`src/rtl/aord_regs.svh`:
```
// Purpose: Register offsets, reset values and field positions of the over-range detector.
// Assumes: Byte-wide registers addressed by a 12-bit register address.
// Notes:   Definitions only.
`ifndef AORD_REGS_SVH
`define AORD_REGS_SVH

`define AORD_ADDR_GAIN_LO   12'h022
`define AORD_ADDR_GAIN_HI   12'h023
`define AORD_ADDR_OFS_LO    12'h025
`define AORD_ADDR_OFS_HI    12'h026
`define AORD_ADDR_THR_HI    12'h030
`define AORD_ADDR_THR_LO    12'h031
`define AORD_ADDR_WIN_EXP   12'h032
`define AORD_ADDR_CTRL      12'h033
`define AORD_ADDR_STATUS    12'h034

`define AORD_RST_BYTE       8'h00
`define AORD_RST_THR_HI     8'he4
`define AORD_RST_THR_LO     8'h40
`define AORD_RST_EXP        3'h0
`define AORD_RST_CNT        7'h00
`define AORD_RST_WORD       16'h0000
`define AORD_RST_FLAGS      2'h0

`define AORD_CTRL_BGCAL     0
`define AORD_STAT_IFLAG     0
`define AORD_STAT_QFLAG     1
`define AORD_EXP_MSB        2

`define AORD_CMP_MSB        10
`define AORD_CMP_LSB        3
`define AORD_MAG_MAX        11'h7ff
`define AORD_TC_MIN         12'h800
`define AORD_CNT_ONE        7'h01
`define AORD_CNT_MAX        7'h7f
`define AORD_EXP_MIN        3'h0
`define AORD_EXP_MAX        3'h7

`endif

```
`src/rtl/aord_pkg.sv`:
```
// Purpose: Types shared by the over-range detector files.
// Assumes: Fifteen-bit complex samples arrive from the down-converter.
// Notes:   Constants live in aord_regs.svh.
package aord_pkg;

  typedef struct packed {
    logic [14:0] i;
    logic [14:0] q;
  } aord_ddc_type;

  typedef struct packed {
    logic [15:0] i;
    logic [15:0] q;
  } aord_cplx_type;

endpackage : aord_pkg

```
`src/rtl/aord_mag.sv`:
```
// Purpose: Magnitude of one raw converter sample and its two threshold hits.
// Assumes: Raw samples are offset binary, 12 bits.
// Notes:   Purely combinational; the caller registers the results.
`timescale 1ns/1ps
`include "aord_regs.svh"
`default_nettype none

module aord_mag (
  input  wire logic [11:0] sample_in,
  input  wire logic [7:0]  thr_hi_in,
  input  wire logic [7:0]  thr_lo_in,
  output logic      [10:0] mag_out,
  output logic      [1:0]  hit_out
);

  logic [11:0] tc;
  logic [11:0] neg;
  logic [7:0]  thr [2];

  assign thr[0] = thr_hi_in;
  assign thr[1] = thr_lo_in;

  // Flip the sign bit to go from offset binary to two's complement.
  assign tc  = {~sample_in[11], sample_in[10:0]};
  assign neg = 12'h000 - tc;

  // The most negative code has no positive twin, so it saturates to full scale.
  always_comb begin
    if (tc == `AORD_TC_MIN) begin
      mag_out = `AORD_MAG_MAX;
    end else if (tc[11]) begin
      mag_out = neg[10:0];
    end else begin
      mag_out = tc[10:0];
    end
  end

  genvar g;
  generate
    for (g = 0; g < 2; g = g + 1) begin : g_cmp
      assign hit_out[g] = (mag_out[`AORD_CMP_MSB:`AORD_CMP_LSB] >= thr[g]);
    end
  endgenerate

endmodule : aord_mag

`default_nettype wire

```
`src/rtl/aord_skid.sv`:
```
// Purpose: Two-entry buffer in the complex sample path.
// Assumes: Source and sink share clk_in.
// Notes:   Ready toward the source is registered, so a second entry absorbs the stall.
`timescale 1ns/1ps
`include "aord_regs.svh"
`default_nettype none

module aord_skid (
  input  wire logic                   clk_in,
  input  wire logic                   rst_in,
  input  wire logic                   ce_in,
  input  wire aord_pkg::aord_cplx_type in_data_in,
  input  wire logic                   in_valid_in,
  output logic                        in_ready_out,
  output aord_pkg::aord_cplx_type     out_data_out,
  output logic                        out_valid_out,
  input  wire logic                   out_ready_in
);

  aord_pkg::aord_cplx_type main_d_r, main_d_nxt, skid_d_r, skid_d_nxt;
  logic                    main_v_r, main_v_nxt, skid_v_r, skid_v_nxt;
  logic                    rdy_r, rdy_nxt;
  logic                    push, pop;

  assign push = in_valid_in & rdy_r;
  assign pop  = main_v_r & out_ready_in;

  always_comb begin
    main_v_nxt = main_v_r;
    main_d_nxt = main_d_r;
    skid_v_nxt = skid_v_r;
    skid_d_nxt = skid_d_r;
    if (!main_v_r || pop) begin
      if (skid_v_r) begin
        main_v_nxt = 1'b1;
        main_d_nxt = skid_d_r;
        skid_v_nxt = 1'b0;
      end else begin
        main_v_nxt = push;
        if (push) begin
          main_d_nxt = in_data_in;
        end
      end
    end else if (push) begin
      skid_v_nxt = 1'b1;
      skid_d_nxt = in_data_in;
    end
    rdy_nxt = ~skid_v_nxt;
  end

  always_ff @(posedge clk_in) begin
    if (rst_in) begin
      main_v_r <= 1'b0;
      skid_v_r <= 1'b0;
      rdy_r    <= 1'b0;
      main_d_r <= '0;
      skid_d_r <= '0;
    end else if (ce_in) begin
      main_v_r <= main_v_nxt;
      skid_v_r <= skid_v_nxt;
      rdy_r    <= rdy_nxt;
      main_d_r <= main_d_nxt;
      skid_d_r <= skid_d_nxt;
    end
  end

  assign in_ready_out  = rdy_r;
  assign out_valid_out = main_v_r;
  assign out_data_out  = main_d_r;

endmodule : aord_skid

`default_nettype wire

```
`src/rtl/aord_top.sv`:
```
// Purpose: Over-range detector with embedded flags, gain and offset trim registers.
// Assumes: One clock, synchronous active-high reset, sources on the same clock.
// Notes:   Rules below are tagged at the logic that carries them out.
// Functional notes
// - Compare the upper eight magnitude bits of every raw sample with both thresholds.
// - Offset binary to two's complement to magnitude; most negative saturates to 2047.
// - Flag is one if any sample in the window reaches its threshold.
// - Window length is two to the power of the exponent, 1 to 128.
// - In-phase samples carry the high-threshold flag as their lowest bit.
// - Quadrature samples carry the low-threshold flag as their lowest bit.
// - Full-scale gain setting spans two registers and drives the range adjust.
// - Input offset setting spans two registers and drives the offset correction.
// - Offset correction is ignored while background calibration is active.
`timescale 1ns/1ps
`include "aord_regs.svh"
`default_nettype none

module aord_top (
  input  wire logic                   clk_in,
  input  wire logic                   rst_in,
  input  wire logic                   ce_in,
  input  wire logic [11:0]            raw_sample_in,
  input  wire logic                   raw_valid_in,
  input  wire aord_pkg::aord_ddc_type  ddc_data_in,
  input  wire logic                   ddc_valid_in,
  output logic                        ddc_ready_out,
  output aord_pkg::aord_cplx_type     cplx_data_out,
  output logic                        cplx_valid_out,
  input  wire logic                   cplx_ready_in,
  input  wire logic [11:0]            reg_addr_in,
  input  wire logic                   reg_wr_in,
  input  wire logic                   reg_rd_in,
  input  wire logic [7:0]             reg_wdata_in,
  output logic      [7:0]             reg_rdata_out,
  output logic                        reg_rvalid_out,
  output logic      [15:0]            full_scale_gain_setting_out,
  output logic      [15:0]            input_offset_setting_out,
  output logic                        inphase_overrange_flag_out,
  output logic                        quadrature_overrange_flag_out
);

  // Configuration registers.
  logic [7:0]  gain_lo_r, gain_lo_nxt, gain_hi_r, gain_hi_nxt;
  logic [7:0]  ofs_lo_r, ofs_lo_nxt, ofs_hi_r, ofs_hi_nxt;
  logic [7:0]  thr_hi_r, thr_hi_nxt, thr_lo_r, thr_lo_nxt;
  logic [2:0]  exp_r, exp_nxt;
  logic        bgcal_r, bgcal_nxt;
  logic [7:0]  rdata_r, rdata_nxt;
  logic        rvalid_r, rvalid_nxt;
  logic [15:0] ofs_out_r, ofs_out_nxt;

  // Window state.
  logic [6:0]  cnt_r, cnt_nxt;
  logic [1:0]  acc_r, acc_nxt;
  logic [1:0]  flag_r, flag_nxt;

  logic [10:0] mag;
  logic [1:0]  hit;
  logic [1:0]  hit_any;
  logic [6:0]  win_last;
  logic        win_end;

  aord_pkg::aord_cplx_type emb;

  aord_mag u_mag (
    .sample_in (raw_sample_in),
    .thr_hi_in (thr_hi_r),
    .thr_lo_in (thr_lo_r),
    .mag_out   (mag),
    .hit_out   (hit)
  );

  // Exponent 7 wraps the shifted one to zero, so the subtraction yields 127.
  assign win_last = (`AORD_CNT_ONE << exp_r) - `AORD_CNT_ONE;
  assign hit_any  = acc_r | hit;
  // Testing for at or past the end keeps a shortened window from running 128 long.
  assign win_end  = raw_valid_in & (cnt_r >= win_last);

  // Register access.
  always_comb begin
    gain_lo_nxt = gain_lo_r;
    gain_hi_nxt = gain_hi_r;
    ofs_lo_nxt  = ofs_lo_r;
    ofs_hi_nxt  = ofs_hi_r;
    thr_hi_nxt  = thr_hi_r;
    thr_lo_nxt  = thr_lo_r;
    exp_nxt     = exp_r;
    bgcal_nxt   = bgcal_r;
    if (reg_wr_in) begin
      case (reg_addr_in)
        `AORD_ADDR_GAIN_LO: gain_lo_nxt = reg_wdata_in;
        `AORD_ADDR_GAIN_HI: gain_hi_nxt = reg_wdata_in;
        `AORD_ADDR_OFS_LO:  ofs_lo_nxt  = reg_wdata_in;
        `AORD_ADDR_OFS_HI:  ofs_hi_nxt  = reg_wdata_in;
        `AORD_ADDR_THR_HI:  thr_hi_nxt  = reg_wdata_in;
        `AORD_ADDR_THR_LO:  thr_lo_nxt  = reg_wdata_in;
        `AORD_ADDR_WIN_EXP: exp_nxt     = reg_wdata_in[`AORD_EXP_MSB:0];
        `AORD_ADDR_CTRL:    bgcal_nxt   = reg_wdata_in[`AORD_CTRL_BGCAL];
        default: begin
        end
      endcase
    end
    rvalid_nxt = reg_rd_in;
    rdata_nxt  = `AORD_RST_BYTE;
    if (reg_rd_in) begin
      case (reg_addr_in)
        `AORD_ADDR_GAIN_LO: rdata_nxt = gain_lo_r;
        `AORD_ADDR_GAIN_HI: rdata_nxt = gain_hi_r;
        `AORD_ADDR_OFS_LO:  rdata_nxt = ofs_lo_r;
        `AORD_ADDR_OFS_HI:  rdata_nxt = ofs_hi_r;
        `AORD_ADDR_THR_HI:  rdata_nxt = thr_hi_r;
        `AORD_ADDR_THR_LO:  rdata_nxt = thr_lo_r;
        `AORD_ADDR_WIN_EXP: rdata_nxt = {5'h00, exp_r};
        `AORD_ADDR_CTRL:    rdata_nxt = {7'h00, bgcal_r};
        `AORD_ADDR_STATUS:  rdata_nxt = {6'h00, flag_r};
        default:            rdata_nxt = `AORD_RST_BYTE;
      endcase
    end
    // Background calibration owns the offset, so the trim is held off the analog side.
    ofs_out_nxt = bgcal_r ? `AORD_RST_WORD : {ofs_hi_r, ofs_lo_r};
  end

  always_ff @(posedge clk_in) begin
    if (rst_in) begin
      gain_lo_r <= `AORD_RST_BYTE;
      gain_hi_r <= `AORD_RST_BYTE;
      ofs_lo_r  <= `AORD_RST_BYTE;
      ofs_hi_r  <= `AORD_RST_BYTE;
      thr_hi_r  <= `AORD_RST_THR_HI;
      thr_lo_r  <= `AORD_RST_THR_LO;
      exp_r     <= `AORD_RST_EXP;
      bgcal_r   <= 1'b0;
      rdata_r   <= `AORD_RST_BYTE;
      rvalid_r  <= 1'b0;
      ofs_out_r <= `AORD_RST_WORD;
    end else if (ce_in) begin
      gain_lo_r <= gain_lo_nxt;
      gain_hi_r <= gain_hi_nxt;
      ofs_lo_r  <= ofs_lo_nxt;
      ofs_hi_r  <= ofs_hi_nxt;
      thr_hi_r  <= thr_hi_nxt;
      thr_lo_r  <= thr_lo_nxt;
      exp_r     <= exp_nxt;
      bgcal_r   <= bgcal_nxt;
      rdata_r   <= rdata_nxt;
      rvalid_r  <= rvalid_nxt;
      ofs_out_r <= ofs_out_nxt;
    end
  end

  // Monitoring window.
  always_comb begin
    cnt_nxt  = cnt_r;
    acc_nxt  = acc_r;
    flag_nxt = flag_r;
    if (win_end) begin
      flag_nxt = hit_any;
      acc_nxt  = `AORD_RST_FLAGS;
      cnt_nxt  = `AORD_RST_CNT;
    end else if (raw_valid_in) begin
      acc_nxt  = hit_any;
      cnt_nxt  = cnt_r + `AORD_CNT_ONE;
    end
  end

  always_ff @(posedge clk_in) begin
    if (rst_in) begin
      cnt_r  <= `AORD_RST_CNT;
      acc_r  <= `AORD_RST_FLAGS;
      flag_r <= `AORD_RST_FLAGS;
    end else if (ce_in) begin
      cnt_r  <= cnt_nxt;
      acc_r  <= acc_nxt;
      flag_r <= flag_nxt;
    end
  end

  // Flags ride in the lowest bit under the fifteen data bits of each sample.
  assign emb.i = {ddc_data_in.i, flag_r[`AORD_STAT_IFLAG]};
  assign emb.q = {ddc_data_in.q, flag_r[`AORD_STAT_QFLAG]};

  aord_skid u_skid (
    .clk_in        (clk_in),
    .rst_in        (rst_in),
    .ce_in         (ce_in),
    .in_data_in    (emb),
    .in_valid_in   (ddc_valid_in),
    .in_ready_out  (ddc_ready_out),
    .out_data_out  (cplx_data_out),
    .out_valid_out (cplx_valid_out),
    .out_ready_in  (cplx_ready_in)
  );

  assign reg_rdata_out                 = rdata_r;
  assign reg_rvalid_out                = rvalid_r;
  assign full_scale_gain_setting_out   = {gain_hi_r, gain_lo_r};
  assign input_offset_setting_out      = ofs_out_r;
  assign inphase_overrange_flag_out    = flag_r[`AORD_STAT_IFLAG];
  assign quadrature_overrange_flag_out = flag_r[`AORD_STAT_QFLAG];
endmodule : aord_top

`default_nettype wire

```
`config.mk`:
```
export PLATFORM = sky130hd
export DESIGN_NAME = aord_top
export DESIGN_NICKNAME = d
export VERILOG_FILES = /design/src/rtl/aord_pkg.sv /design/src/rtl/aord_mag.sv /design/src/rtl/aord_skid.sv /design/src/rtl/aord_top.sv
export VERILOG_INCLUDE_DIRS = /design/src /design/src/rtl
export SDC_FILE = /design/constraint.sdc
export NUM_CORES = 1
export LEC_CHECK = 0
export ABC_CLOCK_PERIOD_IN_PS = 3400
export BUFFER_PORTS_ARGS = -buffer_cell sky130_fd_sc_hd__buf_2
export CAP_MARGIN = 25
export CELL_PAD_IN_SITES_DETAIL_PLACEMENT = 2
export CELL_PAD_IN_SITES_GLOBAL_PLACEMENT = 2
export CORE_ASPECT_RATIO = 0.6
export CORE_MARGIN = 2
export CORE_UTILIZATION = 35
export CTS_BUF_LIST = sky130_fd_sc_hd__clkbuf_8
export CTS_CLUSTER_DIAMETER = 150
export DETAILED_ROUTE_END_ITERATION = 10
export HOLD_SLACK_MARGIN = 0.08
export PLACE_DENSITY_LB_ADDON = 0.1
export SETUP_SLACK_MARGIN = 0.3
export SLEW_MARGIN = 10
export SYNTH_ARGS = -nofsm -noshare
export SYNTH_HDL_FRONTEND = slang
export SYNTH_HIERARCHICAL = 1
export SYNTH_SLANG_ARGS = --single-unit
export TNS_END_PERCENT = 50
```
`constraint.sdc`:
```
create_clock -name clk_in -period 3.4 [get_ports clk_in]
set_clock_uncertainty 0.05 [all_clocks]
set_input_delay 0.34 -clock clk_in [delete_from_list [all_inputs] [get_ports clk_in]]
set_output_delay 0.34 -clock clk_in [all_outputs]
set_load 0.02 [all_outputs]
```
* Yosys cells after proc, flatten, opt, wreduce, memory -nomap -nowiden
Index checks and enable logic that the tools add are counted.
W data, S select, Z words.
** Word-level totals
- Output and inout bits :: 77
- Register bits :: 155
- Input port bits :: 70
- Word-level logic and storage cells :: 76
** Operators by class
- Eq/ne operators :: 10
- Muxes and demuxes :: 14
- Reductions and logical operators :: 17
- Add/sub/neg operators :: 3
- Shifts and indexed selects :: 1
- Order comparisons :: 3
- Bitwise gates (word level) :: 7
** Operators by type and width (count)
- $eq A12 B6 Y1 const B :: 9
- $pmux W8 S9 :: 1
- $mux W32 :: 2
- $reduce_and A3 Y1 :: 10
- $mux W11 :: 2
- $ge A8 B8 Y1 :: 2
- $mux W16 :: 1
- $mux W7 :: 2
- $eq A12 B12 Y1 const B :: 1
- $sub A1 B11 Y11 const A :: 1
- $mux W8 :: 1
- $add A7 B1 Y7 const B :: 1
- $ge A7 B7 Y1 :: 1
- $shl A1 B3 Y7 const A :: 1
- $sub A7 B1 Y7 const B :: 1
- $reduce_and A2 Y1 :: 3
- $mux W2 :: 2
- $reduce_bool A2 Y1 :: 2
- $and A1 B1 Y1 :: 3
- $mux W1 :: 3
- $not A1 Y1 :: 3
- $or A2 B2 Y2 :: 1
- $logic_not A1 Y1 :: 1
- $logic_or A1 B1 Y1 :: 1

* Longest topological paths before layout
Gate-level depths: netlist of run 1.
- Depth after elaboration :: 7
- Mapped depth :: 14
- Gate-level depth less buffers :: 13

* Cells and area by module
Netlist of run 1, hierarchy kept.
** By module, submodules not included
- aord_top :: area an instance 3997.6 sq um, cells an instance 438, times used 1, seq. area each 1761.7 sq um
- aord_skid :: area an instance 3301.9 sq um, cells an instance 328, times used 1, seq. area each 1341.3 sq um
- aord_mag :: area an instance 673.1 sq um, cells an instance 102, times used 1, seq. area each 0.0 sq um

* Least setup slack after synthesis of run 1
No wires, ideal clock.
- Path type :: input to register
- Start point :: in raw_sample_in[0]
- End point :: reg flag_r[1]
- Setup time :: 0.132 ns
- Setup slack :: 0.553 ns
- Data required time :: 3.218 ns
- Data arrival time :: 2.665 ns
- Stages :: 14
- Path through :: inv_1 -> ha_1 -> nor3b_2 -> nand3b_1 -> or4_4 -> buf_6 -> and2_4 -> ha_1 -> nor2_1 -> a21oi_1 -> o31ai_1 -> o211ai_1 -> nor4_1 -> nor3_1
** Between the ends
- Longest elaborated chain between the ends :: 5
- Elaborated cells between the ends (all ways) :: 6
** Ends and longest elaborated chain
- start: declaration :: RTL line aord_top.sv:22 : input wire logic [11:0] raw_sample_in,
- $sub A1 B11 Y11 :: RTL line aord_mag.sv:25 : assign neg = 12'h000 - tc;
- $mux W11 :: RTL line aord_mag.sv:31 : end else if (tc[11]) begin
- $mux W11 * :: RTL line aord_mag.sv:29 : if (tc == `AORD_TC_MIN) begin
- $ge A8 B8 Y1 * :: RTL line aord_mag.sv:41 : assign hit_out[g] = (mag_out[`AORD_CMP_MSB:`AORD_CMP_LSB] >= thr[g]);
- net hit[1] :: RTL line aord_top.sv:58 : logic [1:0] hit;
- $or A2 B2 Y2 * :: RTL line aord_top.sv:75 : assign hit_any = acc_r | hit;
- end signal: assignment :: RTL line aord_top.sv:170 : flag_r <= `AORD_RST_FLAGS;
- end signal: assignment :: RTL line aord_top.sv:174 : flag_r <= flag_nxt;
- end: declaration :: RTL line aord_top.sv:55 : logic [1:0] flag_r, flag_nxt;
Mark *: on every way through the listed nets, which the timed path passes. The rest lies on a longest branch.
A chain may end at the register's enable or synchronous reset.

* Worst setup path after layout of run 1
- Start point :: in raw_sample_in[6]
- End point :: reg flag_r[0]
The elaborated chain is that of the path after synthesis.

==> results.cfg, run 1 <==
[routing]
ant_nets = 0
routedWlPerCell_um = 18.94
top_layer = met4
wl_mm = 25.26
met2_length_mm = 10.61
wl_met1_mm = 13.32
drcViolationCount = 0
firstDrtPassIters = 4
drt_iter0_drc = 317
met3WireLength_mm = 1.150
post_drt_via_cell_ratio = 5.034
vias = 6715

[timing]
totalNegativeSetupSlack_ns = 0
slew_headroom_pct = 41.48
max_freq_mhz = 391.2
final.period_utilization_pct = 75.19
setup_viol = 0
period_minus_slack_ns = 2.556
slew_viol_final = 0
worst_slew_pin_slew_ns = 0.8778
hold_viol = 0
rsz0062_at_grt = no

[floorplanning]
pin_count = 147
row_count = 42
die_h_um = 120.6
start_util_pct = 35.87
coreArea_sq_mm = 0.02212
die_area_sq_mm = 0.02393
die_w_um = 198.4

[clock_tree]
htreeDepth = 4
post_cts_buffers = 0
clock-sinks = 155
clkTransAtPathRegs_ns = 0.08
clock-root-buffer = clkbuf_8
cts_inserted_buffers = 17
cts_max_path_buffers = 2
worst_skew_pair.late_latency_ns = 0.46
cts_tree = built

[min_path]
min_to = u_skid/skid_d_r[19]
min_path_type = input port to flip-flop
holdPathStages = 3
worstHoldStart = ddc_data_in[17]

[worst_setup_path]
r2r_slack_ns = 1.00
crit_family = simple AND/OR/NAND/NOR gates
slowest_delay_ns = 0.53
cp_num_buf_inv = 1
ff2ff_path_depth = 7
crit_top_cell = o211ai_1
worstSetupPathType = input port to flip-flop
required_ns = 3.69
start_kind = input port
slowest_stage = or4_4
crit_arrival_ns = 2.85
end_kind = flip-flop
cp_cell_sequence = buf_2 > or3_4 > or4_4 > and2_4 > ha_1 > nor3b_1 > o21ai_0 > o211ai_1 > o211ai_1 > nor4_1 > nor3_1
worstPathMaxFanout = 6
regToRegEndpoint = cnt_r[5]
r2r_start = exp_r[2]

[place]
place.gp.congestion = 0.8341
dpl.cell_count = 1278
hpwl_mm = 18.37
io_buffers = 146

[final_layout]
num-fill-cells = 2474
syn2layout_area_growth_pct = 20.44
layout-drive-gt1-share_pct = 20.00
regArea_sq_mm = 0.003104
nNetsFinal = 1108
multi_input_area_sq_mm = 0.004464
fin_cells = 1334

[synthesis]
syn_inst = 861
synth_nets = 956
syn-cell-area_sq_mm = 0.007935
yosysWarnings = 6
syn_area_per_cell_sq_um = 9.216

[pwr]
leakagePower_nw = 4.228
power_density_mw_per_mm2 = 387.3
peakVddDrop_uv = 245.7

[grt]
grt_max_degree = 139
grt_pass1_vias = 7087
antenna_found_initial = 0
grt_pass1_wl_mm = 40.13
track_usage_pct = 21.88
grt_overflow = 0

[run_status]
outcome = finished clean

[run]
maxCapViolations = 0
cell usage in the layout, fill, tap and decap left out, types with 4 or more instances in the layout:
master and n:
a211o_1 5, a22oi_1 11, buf_4 14, dfxtp_1 154, nand3_1 13, dlygate4sd3_1 24, inv_1 33, nor4_1 5
nor2_1 121, o21a_1 4, nor3_1 11, nor2b_1 53, ha_1 25, mux2_1 33, or3_1 4, nand2_1 25
a211oi_1 4, mux2i_1 114, o22ai_1 4, xnor2_1 8, clkbuf_8 19, nand2b_1 67, a22o_1 8, o21ai_0 10
buf_2 145, nor3b_1 5, a21oi_1 41
metal layers:
layer,track usage (%),up-vias
li1,-,3266
met1,32.84,3340
met2,31.84,94
met3,4.630,15
met4,4.511,0
met5,0,-
flip-flops by register name, summed over array words and instances (netlist names):
register and cells:
input_offset_setting_out 16, ofs_hi_r 8, flag_r 2, acc_r 2, thr_lo_r 8, u_skid/out_valid_out 1, bgcal_r 1, u_skid/skid_d_r 32
cnt_r 7, reg_rvalid_out 1, u_skid/in_ready_out 1, reg_rdata_out 8, ofs_lo_r 8, thr_hi_r 8, gain_hi_r 8, u_skid/out_data_out 32
exp_r 3, u_skid/skid_v_r 1, gain_lo_r 8
through the flow:
step	utilization [%]	total power, mW	hold WS (ns)	setup slack (ns)	instance area [sq um]
floorplan	-	2.107	0.3856	0.6137	7935
global placement	40.31	2.256	0.4038	0.4671	8917
detailed placement	40.31	2.266	0.4119	0.3836	8917
global route	43.19	3.884	0.09052	0.6876	9554
CTS	43.19	3.770	0.08060	0.9062	9554
finish	43.20	3.702	0.1248	0.8436	9557
timing repair:
item	4_1_cts	5_1_grt
endpoints found under the hold margin	24	0
hold buffers	24	0
gates resized for setup	0	0
power breakdown:
part / switching (mW) / total [mW] / leakage [nW] / internal (mW)
Combinational: 0.238 / 0.399 / 2.76 / 0.161
Clock: 0.712 / 1.46 / 0.211 / 0.745
Sequential: 0.0139 / 1.85 / 1.25 / 1.83
worst register-to-register path: cells and delay by family, from the launching register on:
| family | cells | cell delay [ns] |
|---|---|---|
| simple gates | 4 | 0.98 |
| compound gates | 2 | 0.33 |
| flops | 1 | 0.57 |
| fa+ha+maj | 1 | 0.34 |
final cells by class:
class / count / share of cell area, %
clock buffers: 19 / 2.736
clock inverters: 12 / 1.414
well taps: 308 / 4.032
multi-input cells: 627 / 46.71
inverters: 27 / 1.060
repair buffers: 185 / 11.53
diodes: 1 / 0.02618
flip-flops and latches: 155 / 32.48
worst max path at each step:
stage / startpoint / slack [ns] / cells past startpoint / endpoint
floorplan: raw_sample_in[0] / 0.61 / 14 / flag_r[1]
global placement: raw_sample_in[6] / 0.47 / 11 / flag_r[1]
detailed placement: raw_sample_in[6] / 0.38 / 11 / flag_r[0]
CTS: raw_sample_in[6] / 0.91 / 11 / flag_r[0]
global route: raw_sample_in[0] / 0.69 / 14 / flag_r[1]
finish: raw_sample_in[6] / 0.84 / 11 / flag_r[0]
(Power assumes the default switching activity.)
==> inputs of run 2 (changes only) <==
--- a/config.mk
+++ b/config.mk
@@ -6,14 +6,15 @@
 export SDC_FILE = /design/constraint.sdc
 export NUM_CORES = 1
 export LEC_CHECK = 0
-export ABC_CLOCK_PERIOD_IN_PS = 3400
+export ABC_AREA = 1
+export ABC_CLOCK_PERIOD_IN_PS = 2300
 export BUFFER_PORTS_ARGS = -buffer_cell sky130_fd_sc_hd__buf_2
 export CAP_MARGIN = 25
 export CELL_PAD_IN_SITES_DETAIL_PLACEMENT = 2
 export CELL_PAD_IN_SITES_GLOBAL_PLACEMENT = 2
 export CORE_ASPECT_RATIO = 0.6
 export CORE_MARGIN = 2
-export CORE_UTILIZATION = 35
+export CORE_UTILIZATION = 28
 export CTS_BUF_LIST = sky130_fd_sc_hd__clkbuf_8
 export CTS_CLUSTER_DIAMETER = 150
 export DETAILED_ROUTE_END_ITERATION = 10
==> constraint.sdc (replaced) <==
create_clock -name clk_in -period 2.3 [get_ports clk_in]
set_clock_uncertainty 0.05 [all_clocks]
set_input_delay 0.23 -clock clk_in [delete_from_list [all_inputs] [get_ports clk_in]]
set_output_delay 0.23 -clock clk_in [all_outputs]
set_load 0.02 [all_outputs]
==> results.cfg, run 2 <==
[final_layout]
fin_area_sq_mm = 0.009981
fin_cells = 1761
syn2layout_area_growth_pct = 24.70
num-fill-cells = 3381
layout_common_cells = 256 x nand2_1, 189 x nor2_1, 154 x inv_1
diodes = 0
regArea_sq_mm = 0.003110
nNetsFinal = 1478
multi_input_area_sq_mm = 0.003999
layout-drive-gt1-share_pct = 18.58
layout_commonest_cell = nand2_1

[place]
hpwl_mm = 23.14
dpl.cell_count = 1690
place.gp.congestion = 0.8153
io_buffers = 146
placed_area_sq_mm = 0.009072

[synthesis]
syn_inst = 1213
yosysWarnings = 6
syn-cell-area_sq_mm = 0.008004
synth_nets = 1308
syn_area_per_cell_sq_um = 6.598

[timing]
max_freq_mhz = 542.1
period_minus_slack_ns = 1.845
slew_viol_final = 0
worst_slew_pin_slew_ns = 0.6538
final.period_utilization_pct = 80.21
timing.hold.ws_ns = 0.1302
setup_viol = 0
hold_viol = 0
slew_headroom_pct = 56.41
rsz0062_at_grt = no

[routing]
vias = 8362
post_drt_via_cell_ratio = 4.748
drt_iter0_drc = 444
wl_mm = 31.38
routedWlPerCell_um = 17.82
ant_nets = 0
drcViolationCount = 0
firstDrtPassIters = 4

[worst_setup_path]
crit_arrival_ns = 2.18
slowest_stage = ha_1
start_kind = input port
slowest_delay_ns = 0.26
worstPathMaxFanout = 7
cp_num_buf_inv = 2
end_kind = flip-flop
worstSetupPathType = input port to flip-flop
cp_cell_sequence = buf_2 > inv_1 > ha_1 > nand2_2 > nor2_4 > nand4_4 > nand3_1 > ha_1 > a21oi_1 > nor2_1 > nor3_1 > nand2_1 > o21ai_1 > nor3_1
crit_family = simple AND/OR/NAND/NOR gates
required_ns = 2.63

[grt]
grt_overflow = 0
antenna_found_initial = 0
grt_pass1_vias = 8674
grt_pass1_wl_mm = 49.79
grt_max_degree = 66
track_usage_pct = 21.55

[floorplanning]
die_area_sq_mm = 0.03000
coreArea_sq_mm = 0.02782
die_w_um = 222.3
die_h_um = 135.0
pin_count = 147
row_count = 47
start_util_pct = 28.78

[clock_tree]
post_cts_buffers = 0
clock-root-buffer = clkbuf_8
cts_tree = built
clock-sinks = 155
cts_inserted_buffers = 17
clkTransAtPathRegs_ns = 0.09
cts_max_path_buffers = 2
htreeDepth = 4
worst_skew_pair.late_latency_ns = 0.50

[pwr]
power_density_mw_per_mm2 = 596.4
peakVddDrop_uv = 278.6
leakagePower_nw = 4.739

[run]
maxCapViolations = 0

[run_status]
outcome = finished clean

[min_path]
min_path_type = input port to flip-flop
run 2: metrics by stage:
step	setup WS [ns]	utilization, %	TNS, ns	total power, mW
2_1_floorplan	0.3363	-	0	3.226
3_3_place_gp	-0.01838	32.62	-0.02504	3.481
3_5_place_dp	-0.1064	32.62	-0.2903	3.501
4_1_cts	0.3082	35.74	0	6.044
5_1_grt	0.2929	35.88	0	6.257
6_report	0.4552	35.88	0	5.953
run 2: worst register-to-register path: cells and delay by family, from the launching register on:
family | cells | cell delay (ns)
adder cells (fa/ha/maj) | 1 | 0.29
buffers and inverters | 1 | 0.08
flip-flops | 1 | 0.38
AND/OR/NAND/NOR | 5 | 0.51
AO/OA/AOI/OAI | 4 | 0.42
run 2: area by class of cell:
type / count / share of cell area [%]
multi-input combinational: 829 / 40.07
timing repair buffer: 205 / 13.04
tap: 367 / 4.601
clock inverter: 11 / 1.931
clock buffer: 19 / 2.620
sequential: 155 / 31.16
inverter: 175 / 6.581
run 2: worst paths after layout:
check        slack [ns]                to        startpoint  cells after the start
max                0.46          acc_r[1]  raw_sample_in[0]                     14
min                0.13          cnt_r[1]      raw_valid_in                      4
max reg2reg        0.46         flag_r[1]          exp_r[2]                     11
min reg2reg        0.42  reg_rdata_out[0]  reg_rdata_out[0]                      2
run 2: layer usage:
metal / GRT usage [%] / share of wire [%] / vias to the layer above
met4: 3.829 / 0.58 / 0
met2: 31.23 / 41 / 121
met3: 4.265 / 4.0 / 11
li1: - / - / 4130
met1: 32.88 / 54 / 4100
met5: 0 / 0 / -
run 2: repair_timing:
item                                    4_1_cts  5_1_grt
pin swaps                                     0        3
hold endpoints to repair                     87        0
hold buffers                                 41        0
endpoints found under the setup margin        7       11
resized for setup                             3       17
run 2: power breakdown:
group | total [mW] | internal, mW | switching, mW
combinational | 0.731 | 0.252 | 0.479
sequential | 2.76 | 2.73 | 0.0310
clock | 2.46 | 1.34 | 1.12
total | 5.95 | 4.32 | 1.63
